<file path="config.mk">
export PLATFORM = sky130hd
export DESIGN_NAME = iomad_decoder
export DESIGN_NICKNAME = d
export VERILOG_FILES = /design/src/iomad_pkg.sv /design/src/iomad_range_match.sv /design/src/iomad_decoder.sv
export SDC_FILE = /design/constraint.sdc
export NUM_CORES = 1
export LEC_CHECK = 0
export ABC_AREA = 0
export BUFFER_PORTS_ARGS = -buffer_cell sky130_fd_sc_hd__buf_2
export CORE_AREA = 2 2 106 108
export DETAILED_ROUTE_END_ITERATION = 7
export DIE_AREA = 0 0 108 110
export PLACE_DENSITY = 0.71
export SLEW_MARGIN = 30
export SYNTH_ARGS = -nofsm -noshare
export SYNTH_HDL_FRONTEND = slang
export SYNTH_SLANG_ARGS = --single-unit
</file>
<file path="constraint.sdc">
create_clock -name mclk_in -period 3.2 [get_ports mclk_in]
set_input_delay 0.48 -clock mclk_in [delete_from_list [all_inputs] [get_ports mclk_in]]
set_output_delay 0.48 -clock mclk_in [all_outputs]
set_load 0.05 [all_outputs]
</file>
<file path="src/iomad_pkg.sv">
package iomad_pkg;
    // cycle sources
    typedef enum logic [1:0] {
        IOMAD_SRC_HUB_IO,
        IOMAD_SRC_HUB_MEM,
        IOMAD_SRC_PCI_IO,
        IOMAD_SRC_PCI_MEM
    } iomad_src_t;

    // routing targets
    typedef enum logic [3:0] {
        IOMAD_TGT_PCI,
        IOMAD_TGT_LPC,
        IOMAD_TGT_FIRMWARE_HUB,
        IOMAD_TGT_MAIN_MEMORY,
        IOMAD_TGT_IOAPIC,
        IOMAD_TGT_DISK,
        IOMAD_TGT_POWER_MGMT,
        IOMAD_TGT_HEALTH_TIMER,
        IOMAD_TGT_AUDIO,
        IOMAD_TGT_NETWORK,
        IOMAD_TGT_HUB,
        IOMAD_TGT_NONE,
        IOMAD_TGT_FIXED
    } iomad_tgt_t;

    // decode speed
    typedef enum logic [1:0] {
        IOMAD_SPEED_NONE,
        IOMAD_SPEED_FAST,
        IOMAD_SPEED_MEDIUM,
        IOMAD_SPEED_SUBTRACTIVE
    } iomad_speed_t;

    localparam int IOMAD_IO_AW  = 16;
    localparam int IOMAD_MEM_AW = 32;

    // range sizes, as log2 of bytes
    localparam int IOMAD_PM_LOG2      = 6;
    localparam int IOMAD_MIXER_LOG2   = 8;
    localparam int IOMAD_GEN1_LOG2    = 7;
    localparam int IOMAD_HEALTH_LOG2  = 5;
    localparam int IOMAD_LEGACY_LOG2  = 3;
    localparam int IOMAD_MIDI_LOG2    = 1;
    localparam int IOMAD_MON_LOG2     = 4;
    localparam int IOMAD_NET_LOG2     = 12;
    localparam int IOMAD_DISKX_LOG2   = 10;

    localparam logic [15:0] IOMAD_HEALTH_OFFSET = 16'h0060;

    // legacy disk ports and port F0
    localparam logic [15:0] IOMAD_PRI_CMD_BASE  = 16'h01F0;
    localparam logic [15:0] IOMAD_SEC_CMD_BASE  = 16'h0170;
    localparam logic [15:0] IOMAD_PRI_CTL_PORT  = 16'h03F6;
    localparam logic [15:0] IOMAD_SEC_CTL_PORT  = 16'h0376;
    localparam logic [15:0] IOMAD_F0_PORT       = 16'h00F0;

    // selectable legacy bases
    localparam logic [15:0] IOMAD_PAR_BASES [3] = '{16'h0378, 16'h0278, 16'h03BC};
    localparam logic [15:0] IOMAD_SER_BASES [8] = '{16'h03F8, 16'h02F8, 16'h0220, 16'h0228,
                                                   16'h0238, 16'h02E8, 16'h0338, 16'h03E8};
    localparam logic [15:0] IOMAD_FDC_BASES [2] = '{16'h03F0, 16'h0370};
    localparam logic [15:0] IOMAD_MIDI_BASES [4] = '{16'h0330, 16'h0300, 16'h0310, 16'h0320};

    // memory map
    localparam logic [31:0] IOMAD_LOW_MEM_TOP    = 32'h000D_FFFF;
    localparam logic [31:0] IOMAD_BIOS_LO        = 32'h000E_0000;
    localparam logic [31:0] IOMAD_BIOS_HI        = 32'h000F_FFFF;
    localparam logic [31:0] IOMAD_HIGH_MEM_BASE  = 32'h0010_0000;
    localparam logic [31:0] IOMAD_IOAPIC_LO      = 32'hFEC0_0000;
    localparam logic [31:0] IOMAD_IOAPIC_HI      = 32'hFEC0_0100;
    localparam logic [12:0] IOMAD_FW1_TOP9       = 13'h1FF8;
    localparam logic [8:0]  IOMAD_FW1_HI_SEL     = 9'h1FF;
    localparam logic [8:0]  IOMAD_FW1_LO_SEL     = 9'h1FF;
    localparam logic [9:0]  IOMAD_FW1_HI_PREFIX  = 10'h3FF;
    localparam logic [9:0]  IOMAD_FW1_LO_PREFIX  = 10'h3FE;
    localparam logic [7:0]  IOMAD_FW2_HI_PREFIX  = 8'hFF;
    localparam int          IOMAD_FW_BIOS_BIT    = 7;
    localparam int          IOMAD_FW_TOP_IDX     = 7;
endpackage

</file>
<file path="src/iomad_range_match.sv">
`timescale 1ns/1ps
`default_nettype none
// matches an address against a size-aligned base
module iomad_range_match #(
    parameter int AW   = 16,
    parameter int LOG2 = 3
) (
    input  wire logic [AW-1:0] addr_in,
    input  wire logic [AW-1:0] base_in,
    input  wire logic          enable_in,
    output logic               hit_out
);
    assign hit_out = enable_in && (addr_in[AW-1:LOG2] == base_in[AW-1:LOG2]);
endmodule
`default_nettype wire

</file>
<file path="src/iomad_decoder.sv">
`timescale 1ns/1ps
`default_nettype none
module iomad_decoder
    import iomad_pkg::*;
(
    input  wire logic                    mclk_in,
    input  wire logic                    reset_in,
    input  wire logic                    cyc_valid_in,
    input  wire iomad_pkg::iomad_src_t   cyc_src_in,
    input  wire logic [31:0]             cyc_addr_in,
    input  wire logic                    cyc_write_in,
    input  wire logic                    cyc_lock_in,
    input  wire logic                    fixed_io_hit_in,
    input  wire logic                    pri_io_enable_in,
    input  wire logic                    sec_io_enable_in,
    input  wire logic                    disk_legacy_mode_in,
    input  wire logic                    f0_read_positive_decode_enable_in,
    input  wire logic                    pm_enable_in,
    input  wire logic [15:0]             pm_base_in,
    input  wire logic                    health_enable_in,
    input  wire logic                    audio_mixer_enable_in,
    input  wire logic [15:0]             audio_mixer_base_in,
    input  wire logic                    modem_mixer_enable_in,
    input  wire logic [15:0]             modem_mixer_base_in,
    input  wire logic                    lpc_gen1_enable_in,
    input  wire logic [15:0]             lpc_gen1_base_in,
    input  wire logic                    par_enable_in,
    input  wire logic [1:0]              par_sel_in,
    input  wire logic                    ser1_enable_in,
    input  wire logic [2:0]              ser1_sel_in,
    input  wire logic                    ser2_enable_in,
    input  wire logic [2:0]              ser2_sel_in,
    input  wire logic                    fdc_enable_in,
    input  wire logic                    fdc_sel_in,
    input  wire logic                    midi_enable_in,
    input  wire logic [1:0]              midi_sel_in,
    input  wire logic                    mon_enable_in,
    input  wire logic [15:0]             mon_base_in,
    input  wire logic                    mon_trap_in,
    input  wire logic                    subtractive_enable_in,
    input  wire logic [7:0]              fw_decode_enable_in,
    input  wire logic [3:0]              fw_decode_enable2_in,
    input  wire logic [31:0]             top_of_memory_limit_in,
    input  wire logic                    net_enable_in,
    input  wire logic [31:0]             net_base_in,
    input  wire logic                    diskx_enable_in,
    input  wire logic                    diskx_io_cfg_in,
    input  wire logic [31:0]             diskx_base_in,
    input  wire logic                    peer_range_hit_in,
    output logic                         route_valid_out,
    output iomad_pkg::iomad_tgt_t        route_target_out,
    output iomad_pkg::iomad_speed_t      route_speed_out,
    output logic                         route_lock_honoured_out,
    output logic                         route_trap_out,
    output logic                         route_on_pci_out
);
    import iomad_pkg::*;

    wire logic [15:0] io_addr     = cyc_addr_in[15:0];
    wire logic        is_io       = (cyc_src_in == IOMAD_SRC_HUB_IO) ||
                                    (cyc_src_in == IOMAD_SRC_PCI_IO);
    wire logic        from_hub    = (cyc_src_in == IOMAD_SRC_HUB_IO) ||
                                    (cyc_src_in == IOMAD_SRC_HUB_MEM);
    wire logic        io_upper_zero = (cyc_addr_in[31:16] == 16'h0000);

    // legacy disk ports and port F0 read
    wire logic pri_port = (io_addr[15:3] == IOMAD_PRI_CMD_BASE[15:3]) ||
                          (io_addr == IOMAD_PRI_CTL_PORT);
    wire logic sec_port = (io_addr[15:3] == IOMAD_SEC_CMD_BASE[15:3]) ||
                          (io_addr == IOMAD_SEC_CTL_PORT);

    wire logic pri_claim = pri_port && pri_io_enable_in && disk_legacy_mode_in;
    wire logic sec_claim = sec_port && sec_io_enable_in && disk_legacy_mode_in;
    wire logic f0_read   = (io_addr == IOMAD_F0_PORT) && !cyc_write_in;

    // relocatable ranges
    wire logic [15:0] health_base = 16'(pm_base_in + IOMAD_HEALTH_OFFSET);
    logic hit_pm;
    logic hit_health;
    logic hit_amix;
    logic hit_mmix;
    logic hit_gen1;
    logic hit_mon;
    logic hit_par;
    logic hit_ser1;
    logic hit_ser2;
    logic hit_fdc;
    logic hit_midi;
    logic hit_net;
    logic hit_diskx;

    iomad_range_match #(.AW(IOMAD_IO_AW), .LOG2(IOMAD_PM_LOG2)) u_pm (
        .addr_in(io_addr),
        .base_in(pm_base_in),
        .enable_in(pm_enable_in),
        .hit_out(hit_pm));

    iomad_range_match #(.AW(IOMAD_IO_AW), .LOG2(IOMAD_HEALTH_LOG2)) u_health (
        .addr_in(io_addr),
        .base_in(health_base),
        .enable_in(health_enable_in),
        .hit_out(hit_health));

    iomad_range_match #(.AW(IOMAD_IO_AW), .LOG2(IOMAD_MIXER_LOG2)) u_amix (
        .addr_in(io_addr), .base_in(audio_mixer_base_in),
        .enable_in(audio_mixer_enable_in), .hit_out(hit_amix));
    iomad_range_match #(.AW(IOMAD_IO_AW), .LOG2(IOMAD_MIXER_LOG2)) u_mmix (
        .addr_in(io_addr), .base_in(modem_mixer_base_in),
        .enable_in(modem_mixer_enable_in), .hit_out(hit_mmix));
    iomad_range_match #(.AW(IOMAD_IO_AW), .LOG2(IOMAD_GEN1_LOG2)) u_gen1 (
        .addr_in(io_addr), .base_in(lpc_gen1_base_in),
        .enable_in(lpc_gen1_enable_in), .hit_out(hit_gen1));
    iomad_range_match #(.AW(IOMAD_IO_AW), .LOG2(IOMAD_MON_LOG2)) u_mon (
        .addr_in(io_addr), .base_in(mon_base_in), .enable_in(mon_enable_in),
        .hit_out(hit_mon));

    // selected legacy bases; unused parallel code 3 never matches
    wire logic par_sel_ok = (par_sel_in != 2'b11);
    iomad_range_match #(.AW(IOMAD_IO_AW), .LOG2(IOMAD_LEGACY_LOG2)) u_par (
        .addr_in(io_addr),
        .base_in(IOMAD_PAR_BASES[par_sel_ok ? par_sel_in : 2'b00]),
        .enable_in(par_enable_in && par_sel_ok),
        .hit_out(hit_par));

    iomad_range_match #(.AW(IOMAD_IO_AW), .LOG2(IOMAD_LEGACY_LOG2)) u_ser1 (
        .addr_in(io_addr),
        .base_in(IOMAD_SER_BASES[ser1_sel_in]),
        .enable_in(ser1_enable_in),
        .hit_out(hit_ser1));

    iomad_range_match #(.AW(IOMAD_IO_AW), .LOG2(IOMAD_LEGACY_LOG2)) u_ser2 (
        .addr_in(io_addr),
        .base_in(IOMAD_SER_BASES[ser2_sel_in]),
        .enable_in(ser2_enable_in),
        .hit_out(hit_ser2));

    iomad_range_match #(.AW(IOMAD_IO_AW), .LOG2(IOMAD_LEGACY_LOG2)) u_fdc (
        .addr_in(io_addr),
        .base_in(IOMAD_FDC_BASES[fdc_sel_in]),
        .enable_in(fdc_enable_in),
        .hit_out(hit_fdc));

    iomad_range_match #(.AW(IOMAD_IO_AW), .LOG2(IOMAD_MIDI_LOG2)) u_midi (
        .addr_in(io_addr),
        .base_in(IOMAD_MIDI_BASES[midi_sel_in]),
        .enable_in(midi_enable_in),
        .hit_out(hit_midi));

    wire logic lpc_var_hit = hit_gen1 || hit_par || hit_ser1 || hit_ser2 ||
                             hit_fdc || hit_midi || (hit_mon && !mon_trap_in);

    // memory windows
    iomad_range_match #(.AW(IOMAD_MEM_AW), .LOG2(IOMAD_NET_LOG2)) u_net (
        .addr_in(cyc_addr_in),
        .base_in(net_base_in),
        .enable_in(net_enable_in),
        .hit_out(hit_net));

    iomad_range_match #(.AW(IOMAD_MEM_AW), .LOG2(IOMAD_DISKX_LOG2)) u_diskx (
        .addr_in(cyc_addr_in),
        .base_in(diskx_base_in),
        .enable_in(diskx_enable_in && diskx_io_cfg_in),
        .hit_out(hit_diskx));

    wire logic mem_main = (cyc_addr_in <= IOMAD_LOW_MEM_TOP) ||
                          ((cyc_addr_in >= IOMAD_HIGH_MEM_BASE) &&
                           (cyc_addr_in <= top_of_memory_limit_in));

    wire logic mem_bios = (cyc_addr_in >= IOMAD_BIOS_LO) &&
                          (cyc_addr_in <= IOMAD_BIOS_HI) &&
                          fw_decode_enable_in[IOMAD_FW_BIOS_BIT];

    wire logic mem_apic = (cyc_addr_in >= IOMAD_IOAPIC_LO) &&
                          (cyc_addr_in <= IOMAD_IOAPIC_HI);

    // 512 KB windows: bits 31:22 pick upper or alias half, 21:19 the window
    wire logic       fw1_zone = (cyc_addr_in[31:22] == IOMAD_FW1_HI_PREFIX) ||
                                (cyc_addr_in[31:22] == IOMAD_FW1_LO_PREFIX);
    wire logic [2:0] fw1_idx  = cyc_addr_in[21:19];
    wire logic       fw1_hit  = fw1_zone &&
                                ((fw1_idx == 3'(IOMAD_FW_TOP_IDX)) ||
                                 fw_decode_enable_in[fw1_idx]);

    // 1 MB windows FF40-FF7F and aliases FF00-FF3F
    wire logic       fw2_zone = (cyc_addr_in[31:24] == IOMAD_FW2_HI_PREFIX) &&
                                !cyc_addr_in[23];
    wire logic [1:0] fw2_idx  = cyc_addr_in[21:20];
    wire logic       fw2_hit  = fw2_zone && fw_decode_enable2_in[fw2_idx];
    wire logic       mem_fw   = mem_bios || fw1_hit || fw2_hit;

    // route selection
    iomad_tgt_t   tgt_nxt;
    iomad_speed_t speed_nxt;
    logic         lock_nxt;
    logic         trap_nxt;
    logic         on_pci_nxt;

    always_comb begin
        tgt_nxt    = IOMAD_TGT_PCI;
        speed_nxt  = IOMAD_SPEED_NONE;
        lock_nxt   = cyc_lock_in;
        trap_nxt   = 1'b0;
        on_pci_nxt = from_hub;
        unique case (cyc_src_in)
            IOMAD_SRC_HUB_IO, IOMAD_SRC_PCI_IO: begin
                speed_nxt = from_hub ? IOMAD_SPEED_FAST : IOMAD_SPEED_MEDIUM;
                if (!io_upper_zero) begin
                    tgt_nxt   = from_hub ? IOMAD_TGT_PCI : IOMAD_TGT_NONE;
                    speed_nxt = IOMAD_SPEED_NONE;
                end else if (f0_read) begin
                    if (f0_read_positive_decode_enable_in) begin
                        tgt_nxt   = from_hub ? IOMAD_TGT_PCI : IOMAD_TGT_NONE;
                        speed_nxt = IOMAD_SPEED_NONE;
                    end else begin
                        tgt_nxt = IOMAD_TGT_LPC;
                    end
                end else if (pri_port || sec_port) begin
                    if (pri_claim || sec_claim) begin
                        tgt_nxt = IOMAD_TGT_DISK;
                    end else begin
                        tgt_nxt   = from_hub ? IOMAD_TGT_PCI : IOMAD_TGT_NONE;
                        speed_nxt = IOMAD_SPEED_NONE;
                    end
                end else if (fixed_io_hit_in) begin
                    tgt_nxt = IOMAD_TGT_FIXED;
                end else if (hit_health) begin
                    tgt_nxt = IOMAD_TGT_HEALTH_TIMER;
                end else if (hit_pm) begin
                    tgt_nxt = IOMAD_TGT_POWER_MGMT;
                end else if (hit_amix || hit_mmix) begin
                    tgt_nxt = IOMAD_TGT_AUDIO;
                end else if (lpc_var_hit) begin
                    tgt_nxt = IOMAD_TGT_LPC;
                end else if (hit_mon) begin
                    tgt_nxt  = IOMAD_TGT_PCI;
                    trap_nxt = 1'b1;
                end else begin
                    tgt_nxt   = from_hub ? IOMAD_TGT_PCI : IOMAD_TGT_NONE;
                    speed_nxt = IOMAD_SPEED_NONE;
                end
                on_pci_nxt = from_hub && (tgt_nxt == IOMAD_TGT_PCI);
            end

            IOMAD_SRC_HUB_MEM: begin
                speed_nxt  = IOMAD_SPEED_FAST;
                on_pci_nxt = 1'b0;
                if (mem_main) begin
                    tgt_nxt = IOMAD_TGT_MAIN_MEMORY;
                end else if (hit_net) begin
                    tgt_nxt = IOMAD_TGT_NETWORK;
                end else if (hit_diskx) begin
                    tgt_nxt  = IOMAD_TGT_DISK;
                    lock_nxt = 1'b0;
                end else begin
                    // driven on PCI, then reclaimed
                    on_pci_nxt = 1'b1;
                    speed_nxt  = IOMAD_SPEED_MEDIUM;
                    if (mem_apic) begin
                        tgt_nxt = IOMAD_TGT_IOAPIC;
                    end else if (mem_fw) begin
                        tgt_nxt = IOMAD_TGT_FIRMWARE_HUB;
                    end else if (subtractive_enable_in) begin
                        tgt_nxt   = IOMAD_TGT_LPC;
                        speed_nxt = IOMAD_SPEED_SUBTRACTIVE;
                    end else begin
                        tgt_nxt   = IOMAD_TGT_PCI;
                        speed_nxt = IOMAD_SPEED_NONE;
                    end
                end
            end

            IOMAD_SRC_PCI_MEM: begin
                on_pci_nxt = 1'b0;
                speed_nxt  = IOMAD_SPEED_MEDIUM;
                if (peer_range_hit_in) begin
                    tgt_nxt   = IOMAD_TGT_NONE;
                    speed_nxt = IOMAD_SPEED_NONE;
                end else if (mem_apic) begin
                    tgt_nxt = IOMAD_TGT_IOAPIC;
                end else if (mem_fw) begin
                    tgt_nxt = IOMAD_TGT_FIRMWARE_HUB;
                end else begin
                    // direct windows invisible here, go up
                    tgt_nxt = IOMAD_TGT_HUB;
                end
            end
        endcase
    end

    logic         valid_r;
    iomad_tgt_t   tgt_r;
    iomad_speed_t speed_r;
    logic         lock_r;
    logic         trap_r;
    logic         on_pci_r;

    always_ff @(posedge mclk_in) begin
        if (reset_in) begin
            valid_r  <= 1'b0;
            tgt_r    <= IOMAD_TGT_NONE;
            speed_r  <= IOMAD_SPEED_NONE;
            lock_r   <= 1'b0;
            trap_r   <= 1'b0;
            on_pci_r <= 1'b0;
        end else begin
            valid_r <= cyc_valid_in;
            if (cyc_valid_in) begin
                tgt_r    <= tgt_nxt;
                speed_r  <= speed_nxt;
                lock_r   <= lock_nxt;
                trap_r   <= trap_nxt;
                on_pci_r <= on_pci_nxt;
            end
        end
    end

    assign route_valid_out         = valid_r;
    assign route_target_out        = tgt_r;
    assign route_speed_out         = speed_r;
    assign route_lock_honoured_out = lock_r;
    assign route_trap_out          = trap_r;
    assign route_on_pci_out        = on_pci_r;
endmodule
`default_nettype wire

</file>
==> summary.txt, run 1 <==
Outcome
  • Outcome: finished clean

Global routing
  • Largest net degree at the start of global routing: 21
  • Global-route wire length before repair: 21,300 um
  • Vias in the first global route: 4,578
  • Initial antenna violation count: 0
  • Grt ovf: 0
  • GRT met3 Usage: 3.70%
  • Met1 usage: 25.3%
  • GR Util met2: 44.7%
  • Gr busiest metal: met2
  • Tot GR Track Use: 22.6%

Logic synthesis
  • Synth Cell Area: 3790 um2
  • Synth top area share: 15.7%
  • Number of flops mapped to enable cells by yosys: 0
  • Netlist cell types: 69
  • Net Count, Synth: 809
  • Synth area leader: xnor2_1
  • Synth cell count leaders: 68 x xnor2_1, 46 x inv_1, 37 x xor2_1, 35 x ha_1, 29 x nand4_1
  • Mean post-synth cell area: 7.37 um2
  • #FFs+latches synth: 10
  • Yosys warnings: 0
  • Most common cell in the netlist: xnor2_1
  • Sequential cell area fraction in the yosys report: 5.28%
  • Mapped Cells: 514
  • Synth top area cells: xnor2_1 16%, ha_1 12%, xor2_1 8.6%, dfxtp_1 5.3%, nand4_1 4.8%
  • Fraction of registers with async set/reset: 0%
  • Post-synth top flop: dfxtp_1

Clocking
  • Reg clk slew, reported paths: 0.05 ns
  • CTS H-Tree Depth: 1
  • CTS tree: done
  • Clk buf depth: 2
  • CTS root buf: clkbuf_8
  • Number of post-CTS setup repair buffers: 0
  • Clk Latency, worst-skew pair: 0.23 ns
  • Post-CTS Resized: 0
  • TritonCTS buffer count: 3
  • Post-cts hold buffer count: 0
  • Clk sinks: 10

Final layout
  • N_diodes: 0
  • Area Overhead vs Synth: 34.7%
  • Cell area after layout: 5100 um2
  • Layout Nets: 1,024
  • Fin util: 47.7%
  • Layout cells sized above 1: 35.9%
  • Filler cells: 1,132

STA
  • Hold slack: 0.447 ns
  • Setup Skew: 0 ns
  • Final count of negative-setup-slack endpoints: 0
  • Final Max Tran Viols: 0
  • Setup total negative slack: 0 ns
  • Hold Fails Final Rpt: 0
  • Max-slew headroom: 61.4%
  • Final worst slack: 0.496 ns
  • Worst-margin pin slew: 0.564 ns
  • Fmax: 0.370 GHz
  • Period utilization: 84.5%
  • Unrepaired setup endpoints after global routing: no
  • Tmin final: 2.70 ns

Placement
  • # port buffers: 215
  • Routability congestion estimate: 0.926
  • Post-DP HPWL: 12,000 um
  • Area after DPL: 5050 um2
  • Pre-CTS setup slack: 0.231 ns

Route
  • 1st-iter DRT viols: 156
  • DR vias/cell: 5.28
  • DR DRC count: 0
  • Antenna Nets Post-Route: 0
  • DR pass1 iterations: 4
  • WL final: 13,800 um
  • Routed via count: 4,583
  • DR WL/cell: 15.9 um

Pwr
  • VDD IR max: 111 uV
  • P_sw: 0.000369 W
  • Leak pwr: 2.41 nW
  • Clock network power share: 17.6%
  • Total internal power: 0.000515 W
  • Sw frac: 41.7%
  • P per Cell Area: 173 nW/um2
  • Gate power share: 67.1%
  • Sequential Power Share: 15.3%

Setup path
  • Crit start category: input pin
  • Worst-path fanout max: 9
  • Critical path buffer and inverter count: 2
  • R2r startpoint: route_on_pci_out
  • Slowest CP cell: a211o_2
  • Critical Path Stages: 11
  • Crit path DAT: 2.83 ns
  • CP peak stage delay: 0.38 ns
  • CP Launch Point: pm_base_in[5]
  • Crit path capture type: flip-flop
  • Critical-path cell list: buf_2 > inv_1 > ha_1 > or2_2 > nor4b_1 > o21ai_0 > a21oi_1 > a311oi_1 > a211o_2 > nor4b_2 > a31o_1
  • Cell count of the worst reg-to-reg path: 2
  • CP delay by family, top: compound AO/OA/AOI/OAI gates
  • Flop-to-flop setup slack: 2.40 ns
  • WS Path Type: in -> reg
  • Required time of the critical path: 3.33 ns

Hold path
  • Hold-critical path depth: 2
  • Worst Hold Class: reg -> reg
  • Hold_sp: route_trap_out

Floorplan
  • Core footprint: 10,700 um2
  • Initial Utilization: 35.4%
  • Die W: 108 um
  • Die area: 11,900 um2
  • IO Count: 270
  • Die H: 110 um
  • FP Rows: 38

Job
  • Max Cap Viol: 0
## final cells by class
type / instances / area (um2) / area share, %
Tap cell: 140 / 175 / 3.43
Clock buffer: 4 / 55.1 / 1.08
Sequential cell: 10 / 200 / 3.92
Multi-Input combinational cell: 437 / 3300 / 64.7
Timing Repair Buffer: 231 / 1200 / 23.4
Inverter: 46 / 173 / 3.38
## cells in the final DEF, fill, tap and decap left out, types with 4 or more instances in the layout
| master | instances |
|---|---|
| o31ai_1 | 5 |
| a31oi_1 | 7 |
| xor2_1 | 37 |
| dfxtp_1 | 10 |
| or2_2 | 4 |
| nor4_1 | 19 |
| nand2_1 | 28 |
| o21a_1 | 7 |
| and3_1 | 4 |
| mux2i_1 | 4 |
| a21oi_1 | 17 |
| inv_1 | 46 |
| o21ai_0 | 16 |
| a211o_1 | 4 |
| a21o_1 | 6 |
| a211oi_1 | 8 |
| ha_1 | 35 |
| clkbuf_8 | 4 |
| nand3_1 | 16 |
| buf_2 | 215 |
| nor2_1 | 22 |
| buf_4 | 16 |
| nand4_1 | 29 |
| nor3b_1 | 6 |
| xnor2_1 | 68 |
| nor2b_1 | 9 |
| nor3_1 | 19 |
## metal layers
layer / share of wire, % / wire [um]
met1: 40 / 5480
met2: 52 / 7120
met3: 7.2 / 995
met4: 1.5 / 214
met5: 0 / 0
## power by group through the flow
stage,clock network (W),logic (W),registers [W]
after detailed placement,0,0.000594,0.000137
after CTS,0.000158,0.000597,0.000135
after floorplan,0,0.000324,0.000160
final,0.000156,0.000593,0.000135
after global placement,0,0.000587,0.000137
after global routing,0.000164,0.000657,0.000135
## metrics by stage
stage | cells | total power [W]
after floorplan | 514 | 0.000484
after global placement | 864 | 0.000724
after detailed placement | 864 | 0.000731
after CTS | 868 | 0.000889
after global routing | 868 | 0.000957
final | 868 | 0.000884
## sequential cells by signal (all words and copies together) (netlist names)
register	cells
route_on_pci_out	1
route_target_out	4
route_valid_out	1
route_speed_out	2
route_trap_out	1
route_lock_honoured_out	1
## final timing paths
check	to
setup / recovery	route_on_pci_out
hold / removal	route_trap_out
setup reg to reg	route_on_pci_out
hold reg to reg	route_trap_out
## tightest hold or removal path: stages, from the launching register on
cell	delay, ns
dfxtp_1	0.32
nand2_1	0.04
o21ai_0	0.05
## kinds of logic after synthesis
family	synth area share, %
adder cells (fa/ha/maj)	11.6
multiplexers	2.84
XOR/XNOR	24.3
buffers and inverters	7.50
AND/OR/NAND/NOR	27.4
AO/OA/AOI/OAI	21.1
flip-flops	5.28
No activity file was read; power rests on OpenSTA's default activity.
==> run 2, diff against run 1 <==
- CORE_AREA: 2 2 106 108 -> 2 2 105 107
- DIE_AREA: 0 0 108 110 -> 0 0 107 109
- PLACE_DENSITY: 0.71 -> 0.75
- clock period: 3.2 -> 2.2 ns (I/O delays scaled with it)
==> run 2 against run 1 <==
  * Critical path type unchanged
  * Critical endpoint is now route_speed_out[1]
  * Utilization up 16 points
  * Sequential power up 45%
  * Power is 84% higher
  * Clock-buffer cell count unchanged
  * Flip-flop and latch count unchanged
  * Largest power group unchanged
  * Critical path depth down 1
  * Clock power rose by 51%
  * The run now ends with negative setup slack left
  * First-iteration DRC count increased by 47%
  * Hold slack worse by 0.10 ns
  * Wire length grew 23%
==> summary.txt, run 2 (synthesized netlist as in run 1, its figures left out) <==
Setup path
  • Required time of the critical path: 2.38 ns (-0.95 ns)
  • WS Path Type: in -> reg
  • CP peak stage delay: 0.55 ns (+0.17 ns)
  • Critical path buffer and inverter count: 2 (unchanged)
  • Crit path capture type: flip-flop
  • Crit path DAT: 2.56 ns (-0.27 ns)
  • CP Launch Point: cyc_addr_in[0]
  • Critical-path cell list: buf_6 > or4_4 > o41ai_4 > buf_4 > nand4_1 > or3_4 > nor3b_1 > o41ai_2 > o21ai_1 > nor2_1
  • R2r startpoint: route_on_pci_out
  • CP delay by family, top: simple AND/OR/NAND/NOR gates
  • Worst-path fanout max: 3 (-6)
  • Crit start category: input pin
  • Slowest CP cell: or4_4

STA
  • Fmax: 0.419 GHz
  • Setup total negative slack: -1.06 ns (-1.06 ns)
  • Unrepaired setup endpoints after global routing: yes
  • Period utilization: 108%
  • Worst-margin pin slew: 0.419 ns (-0.145 ns)
  • Max-slew headroom: 71.9% (+10 points)
  • Final count of negative-setup-slack endpoints: 8 (+8)
  • Final worst slack: -0.185 ns (-0.682 ns)
  • Setup Skew: 0 ns (unchanged)
  • Final Max Tran Viols: 0 (unchanged)
  • Tmin final: 2.39 ns
  • Hold Fails Final Rpt: 0 (unchanged)
  • Hold slack: 0.344 ns (-0.104 ns)

Final layout
  • Layout cells sized above 1: 54.3% (+18 points)
  • Most common cell after layout, fill and taps aside: buf_2
  • Area Overhead vs Synth: 78.0%
  • Most frequent cells in the layout: 196 x buf_2, 130 x buf_4, 67 x xnor2_1, 35 x xor2_1, 33 x inv_1
  • Filler cells: 867 (-23%)
  • Non-Filler Instances: 986 (+14%)
  • N_diodes: 0 (unchanged)
  • Layout Nets: 1,142 (+12%)
  • Reg area: 200 um2 (unchanged)
  • Cell area after layout: 6740 um2 (+32%)
  • Multi-input gate area: 3880 um2 (+17%)
  • Largest register FFs: 4 (unchanged)

Hold path
  • Hold_sp: cyc_lock_in
  • Worst Hold Class: in -> reg

Global routing
  • Initial antenna violation count: 2 (+2)
  • Vias in the first global route: 5,357 (+17%)
  • Tot GR Track Use: 27.5% (+4.9 points)
  • Global-route wire length before repair: 25,400 um (+19%)
  • Largest net degree at the start of global routing: 13 (-38%)
  • Grt ovf: 0 (unchanged)

Clocking
  • CTS root buf: clkbuf_8
  • Clk sinks: 10 (unchanged)
  • TritonCTS buffer count: 3 (unchanged)
  • CTS tree: done
  • Clk buf depth: 2 (unchanged)
  • Clk Latency, worst-skew pair: 0.24 ns (about the same)
  • Post-cts hold buffer count: 0 (unchanged)
  • Reg clk slew, reported paths: 0.05 ns (about the same)
  • CTS H-Tree Depth: 1 (unchanged)

Route
  • Routed via count: 5,331 (+16%)
  • DR WL/cell: 17.2 um (+8.1%)
  • DR pass1 iterations: 5 (+1)
  • 1st-iter DRT viols: 230 (+47%)
  • DR vias/cell: 5.41 (+2.4%)
  • WL final: 17,000 um (+23%)
  • Antenna Nets Post-Route: 0 (unchanged)
  • DR DRC count: 0 (unchanged)

Floorplan
  • Core footprint: 10,600 um2 (-0.89%)
  • Die area: 11,700 um2 (-1.8%)
  • Initial Utilization: 35.7% (+0.32 points)
  • Die H: 109 um (-0.91%)
  • FP Rows: 38 (unchanged)
  • Die W: 107 um (-0.93%)
  • IO Count: 270 (unchanged)

Pwr
  • Leak pwr: 3.12 nW (+29%)
  • P per Cell Area: 241 nW/um2 (+39%)
  • VDD IR max: 203 uV (+82%)

Job
  • Max Cap Viol: 0 (unchanged)

Outcome
  • Violated checks: negative setup slack
  • Outcome: complete, but fails checks

Placement
  • Area after DPL: 6140 um2 (+22%)
  • Routability congestion estimate: 0.971 (+4.9%)
  • Post-Place Cells: 971 (+12%)
  • Post-DP HPWL: 13,400 um (+12%)
  • # port buffers: 215 (unchanged)
## run 2: power by group
part	total (W)	internal [W]	switching, W
clock	0.000235	0.000158	0.0000771
sequential	0.000196	0.000191	0.00000441
combinational	0.00119	0.000606	0.000588
total	0.00162	0.000955	0.000669
## run 2: worst reg2reg max path: stages, from the launching register on
cell     delay (ns)
dfxtp_1        0.31
a22o_1         0.20
a31o_1         0.18
## run 2: per-stage QoR
stage          total power, W  worst slack, ns  utilization (%)
2_1_floorplan        0.000740           -0.163                -
3_3_place_gp          0.00125           -0.623             57.9
3_5_place_dp          0.00126           -0.623             57.9
4_1_cts               0.00156           -0.105             61.9
5_1_grt               0.00174           -0.286             63.6
6_report              0.00162           -0.185             63.6
## run 2: area by class of cell
type                    count  share of cell area, %
well taps                 140                   2.60
repair buffers            349                   33.4
clock buffers               4                  0.816
inverters                  46                   2.71
flip-flops and latches     10                   2.97
multi-input cells         437                   57.5
## run 2: repair_timing
item | CTS | global route
endpoints found under the hold margin | 0 | 0
endpoints found under the setup margin | 9 | 9
gates resized for setup | 62 | 31
buffers inserted | 7 | 6
pin swaps | 32 | 29
## run 2: final timing paths
kind	to	cells after the start	slack, ns
max reg2reg	route_on_pci_out	2	1.40
min reg2reg	route_trap_out	2	0.47
max	route_speed_out[1]	10	-0.19
min	route_lock_honoured_out	3	0.34
## run 2: layer usage
| metal | global-route usage, % | share of wire (%) | vias up |
|---|---|---|---|
| met3 | 3.65 | 6.7 | 52 |
| li1 | - | - | 2559 |
| met1 | 30.1 | 37 | 2454 |
| met4 | 10.0 | 4.0 | 2 |
| met2 | 53.7 | 52 | 264 |
| met5 | 0 | 0.047 | - |
==> run 3, diff against run 2 <==
- CORE_AREA: 2 2 105 107 -> default
- CORE_UTILIZATION: default -> 40
- DIE_AREA: 0 0 107 109 -> default
- PLACE_DENSITY: 0.75 -> 0.8
- SYNTH_HIERARCHICAL: default -> 1
==> run 3 against run 2 <==
  * The flow still finishes with violations (negative setup slack)
  * First-iteration DRC count is 9.1% lower
  * Wire length is 0.70% lower
  * Synthesized cell count is 6.6% higher
  * Cell count is 6.1% higher
  * Flip-flop and latch count stayed put
  * Largest cell class unchanged
  * Clock-buffer cell count stayed put
  * Register-to-register slack worse by 0.43 ns
  * Sequential power hardly changed
  * Highest routed layer unchanged
  * Combinational power hardly changed
  * Clock power is 2% higher
  * Non-clock buffer count is 31 lower
==> summary.txt, run 3 <==
Placement
  • Routability congestion estimate: 0.952 (-2.0%)
  • Post-DP HPWL: 13,500 um (+0.73%)
  • # port buffers: 215 (unchanged)
  • Pre-CTS setup slack: -0.754 ns (-0.131 ns)

Floorplan
  • IO Count: 270 (unchanged)
  • FP Rows: 36 (-5.3%)
  • Die area: 10,800 um2 (-7.6%)
  • Die W: 104 um (-3.0%)
  • Initial Utilization: 41.8% (+6.1 points)
  • Core footprint: 9910 um2 (-6.5%)
  • Die H: 104 um (-4.8%)

Pwr
  • Clock network power share: 14.5% (about the same)
  • Sequential Power Share: 11.8% (-0.2 points)
  • Leak pwr: 3.11 nW (-0.23%)
  • VDD IR max: 204 uV (+0.55%)
  • Total internal power: 0.000964 W (+0.96%)
  • Gate power share: 73.6% (about the same)
  • Sw frac: 41.7% (+0.49 points)
  • P per Cell Area: 241 nW/um2 (about the same)
  • P_sw: 0.000690 W (+3.0%)
  • Final Total Pwr: 0.00165 W (+1.8%)

Final layout
  • Layout Nets: 1,209 (+5.9%)
  • Layout cells sized above 1: 42.9% (-11 points)
  • Area Overhead vs Synth: 65.6%
  • Most frequent cells in the layout: 196 x buf_2, 148 x xnor2_1, 105 x buf_4, 51 x nand4_1, 51 x conb_1
  • Most common cell after layout, fill and taps aside: buf_2
  • Largest register FFs: 4 (unchanged)
  • Fin util: 69.3% (+5.7 points)
  • N_diodes: 0 (unchanged)

STA
  • Worst-margin pin slew: 0.506 ns (+0.0873 ns)
  • Hold slack: 0.357 ns (+0.0133 ns)
  • Tmin final: 2.51 ns (+0.128 ns)
  • Max-slew headroom: 66.0% (-6.0 points)
  • Final count of negative-setup-slack endpoints: 8 (unchanged)
  • Period utilization: 114% (+5.8 points)
  • Setup total negative slack: -1.81 ns (-0.752 ns)
  • Final Max Tran Viols: 0 (unchanged)
  • Unrepaired setup endpoints after global routing: yes
  • Hold Fails Final Rpt: 0 (unchanged)
  • Final worst slack: -0.314 ns (-0.128 ns)
  • Fmax: 0.398 GHz (-5.1%)
  • Setup Skew: 0 ns (unchanged)

Route
  • DR WL/cell: 16.1 um (-6.4%)
  • DR pass1 iterations: 4 (-1)
  • DR DRC count: 0 (unchanged)
  • DR vias/cell: 5.18 (-4.2%)
  • 1st-iter DRT viols: 209 (-9.1%)
  • Antenna Nets Post-Route: 0 (unchanged)
  • WL final: 16,800 um (-0.70%)
  • Routed via count: 5,419 (+1.7%)

Clocking
  • Reg clk slew, reported paths: 0.05 ns (about the same)
  • TritonCTS buffer count: 3 (unchanged)
  • Clk Latency, worst-skew pair: 0.24 ns (about the same)
  • CTS root buf: clkbuf_8
  • Clk sinks: 10 (unchanged)
  • Clk buf depth: 2 (unchanged)
  • Post-cts hold buffer count: 0 (unchanged)
  • CTS H-Tree Depth: 1 (unchanged)
  • CTS tree: done

Hold path
  • End of the worst hold path: route_lock_honoured_out
  • Worst Hold Class: in -> reg
  • Hold_sp: cyc_lock_in
  • Hold-critical path depth: 3 (unchanged)

Logic synthesis
  • Synth cell count leaders: 150 x xnor2_1, 51 x nand4_1, 49 x inv_1, 35 x ha_1, 26 x xor2_1
  • Fraction of registers with async set/reset: 0% (unchanged)
  • Sequential cell area fraction in the yosys report: 4.83% (-0.45 points)
  • Mean post-synth cell area: 7.56 um2 (+2.6%)
  • Synth Cell Area: 4150 um2 (+9.4%)
  • Synth top area share: 31.7% (+16 points)
  • Adder-Cell Fraction of Synth Area: 10.6% (-0.99 points)
  • Simple-Gate Fraction of Synth Area: 26.7% (-0.76 points)
  • Xor/xnor share of the synthesized area: 37.2% (+13 points)
  • Netlist cell types: 59 (-14%)
  • Number of flops mapped to enable cells by yosys: 0 (unchanged)
  • Largest family of logic cells by synthesized area: XOR/XNOR gates
  • Synth area leader: xnor2_1
  • Post-synth top flop: dfxtp_1
  • Multiplexer area fraction after synthesis: 1.99% (-0.85 points)
  • Synth top area cells: xnor2_1 32%, ha_1 11%, nand4_1 7.7%, xor2_1 5.5%, dfxtp_1 4.8%
  • Most common cell in the netlist: xnor2_1
  • Yosys warnings: 6 (+6)
  • Post-synthesis compound-gate area fraction: 13.6% (-7.6 points)
  • Mapped Cells: 548 (+6.6%)
  • #FFs+latches synth: 10 (unchanged)

Setup path
  • WS Path Type: in -> reg
  • Crit path top cell by count: buf_4
  • Slowest CP cell: or4_4
  • CP peak stage delay: 0.51 ns (-0.04 ns)
  • CP Launch Point: ser1_sel_in[0]
  • Flop-to-flop setup slack: 0.97 ns (-0.43 ns)
  • Critical path buffer and inverter count: 3 (+1)
  • Critical-path cell list: buf_8 > or3b_4 > xnor2_2 > nand4_1 > nor4_2 > or4_4 > nor3_4 > buf_4 > nand2_2 > buf_4 > o31ai_1 > a32oi_1 > o22ai_1 > or3_1
  • Crit path capture type: flip-flop
  • Worst-path fanout max: 2 (-1)
  • Cell count of the worst reg-to-reg path: 3 (+1)
  • Crit start category: input pin
  • Required time of the critical path: 2.39 ns (about the same)
  • R2R Path End: route_target_out[1]
  • R2r startpoint: route_target_out[1]
  • Crit path DAT: 2.70 ns (+0.14 ns)
  • CP delay by family, top: simple AND/OR/NAND/NOR gates

Global routing
  • Global-route wire length before repair: 25,500 um (+0.17%)
  • Grt ovf: 0 (unchanged)
  • Initial antenna violation count: 3 (+1)
  • Largest net degree at the start of global routing: 18 (+5)
  • Tot GR Track Use: 29.1% (+1.6 points)
  • Vias in the first global route: 5,526 (+3.2%)

Outcome
  • Outcome: complete, but fails checks
  • Violated checks: negative setup slack

Job
  • Max Cap Viol: 0 (unchanged)
[run 3: cell count changes in the layout (fill, tap and decap cells not counted), sizes merged, moves of 6 or more]
| cell | change |
|---|---|
| conb | +51 |
| buf | -34 |
| xor2 | -11 |
| xnor2 | +82 |
| o21ai | -8 |
| nor3b | -6 |
| nand4 | +22 |
[run 3: how the worst max path moves through the flow]
stage | cells after the start | to | slack, ns
6_report | 14 | route_target_out[1] | -0.31
5_1_grt | 16 | route_target_out[1] | -0.44
4_1_cts | 12 | route_target_out[0] | -0.28
3_5_place_dp | 12 | route_speed_out[0] | -0.75
3_3_place_gp | 14 | route_speed_out[0] | -0.71
2_1_floorplan | 11 | route_target_out[0] | -0.34
[run 3: cell type report]
type                       count  area [um2]
tap                          133         166
inverter                      49         184
fill                         828        3040
sequential                    10         200
multi-input combinational    532        4300
timing repair buffer         318        1960
clock buffer                   4        55.1
[run 3: routing by layer]
metal / GRT usage [%] / vias to the layer above / share of wire, %
li1: - / 2667 / -
met5: 0 / - / 0.17
met3: 5.03 / 39 / 7.2
met4: 10.8 / 4 / 3.0
met1: 32.0 / 2487 / 38
met2: 55.1 / 222 / 52
[run 3: worst reg2reg max path, cell delays in order, from the launching register on]
cell      delay, ns
dfxtp_1        0.33
o311ai_0       0.33
a31oi_1        0.09
or3_1          0.37
[run 3: through the flow]
step | cell area [um2] | instances
floorplan | 4380 | 597
global placement | 6320 | 1034
detailed placement | 6320 | 1034
CTS | 6560 | 1042
global route | 6870 | 1046
finish | 6870 | 1046
[run 3: power groups by stage]
stage               Sequential, W  Combinational, W  Clock (W)
detailed placement       0.000199           0.00110          0
global placement         0.000199           0.00108          0
floorplan                0.000229          0.000544          0
global route             0.000197           0.00132   0.000257
CTS                      0.000196           0.00114   0.000243
finish                   0.000196           0.00122   0.000240
[run 3: timing repair]
| item | 4_1_cts | 5_1_grt |
|---|---|---|
| gates cloned | 0 | 0 |
| resized for setup | 26 | 59 |
| setup endpoints to repair | 9 | 9 |
| setup buffers | 4 | 4 |
| pin swaps | 18 | 30 |
[run 3: logic make-up after synthesis]
family,count (synthesis)
simple gates,185
xor+xnor,176
mux,7
fa+ha+maj,35
other cells,2
flops,10
buf+inv,55
compound gates,78
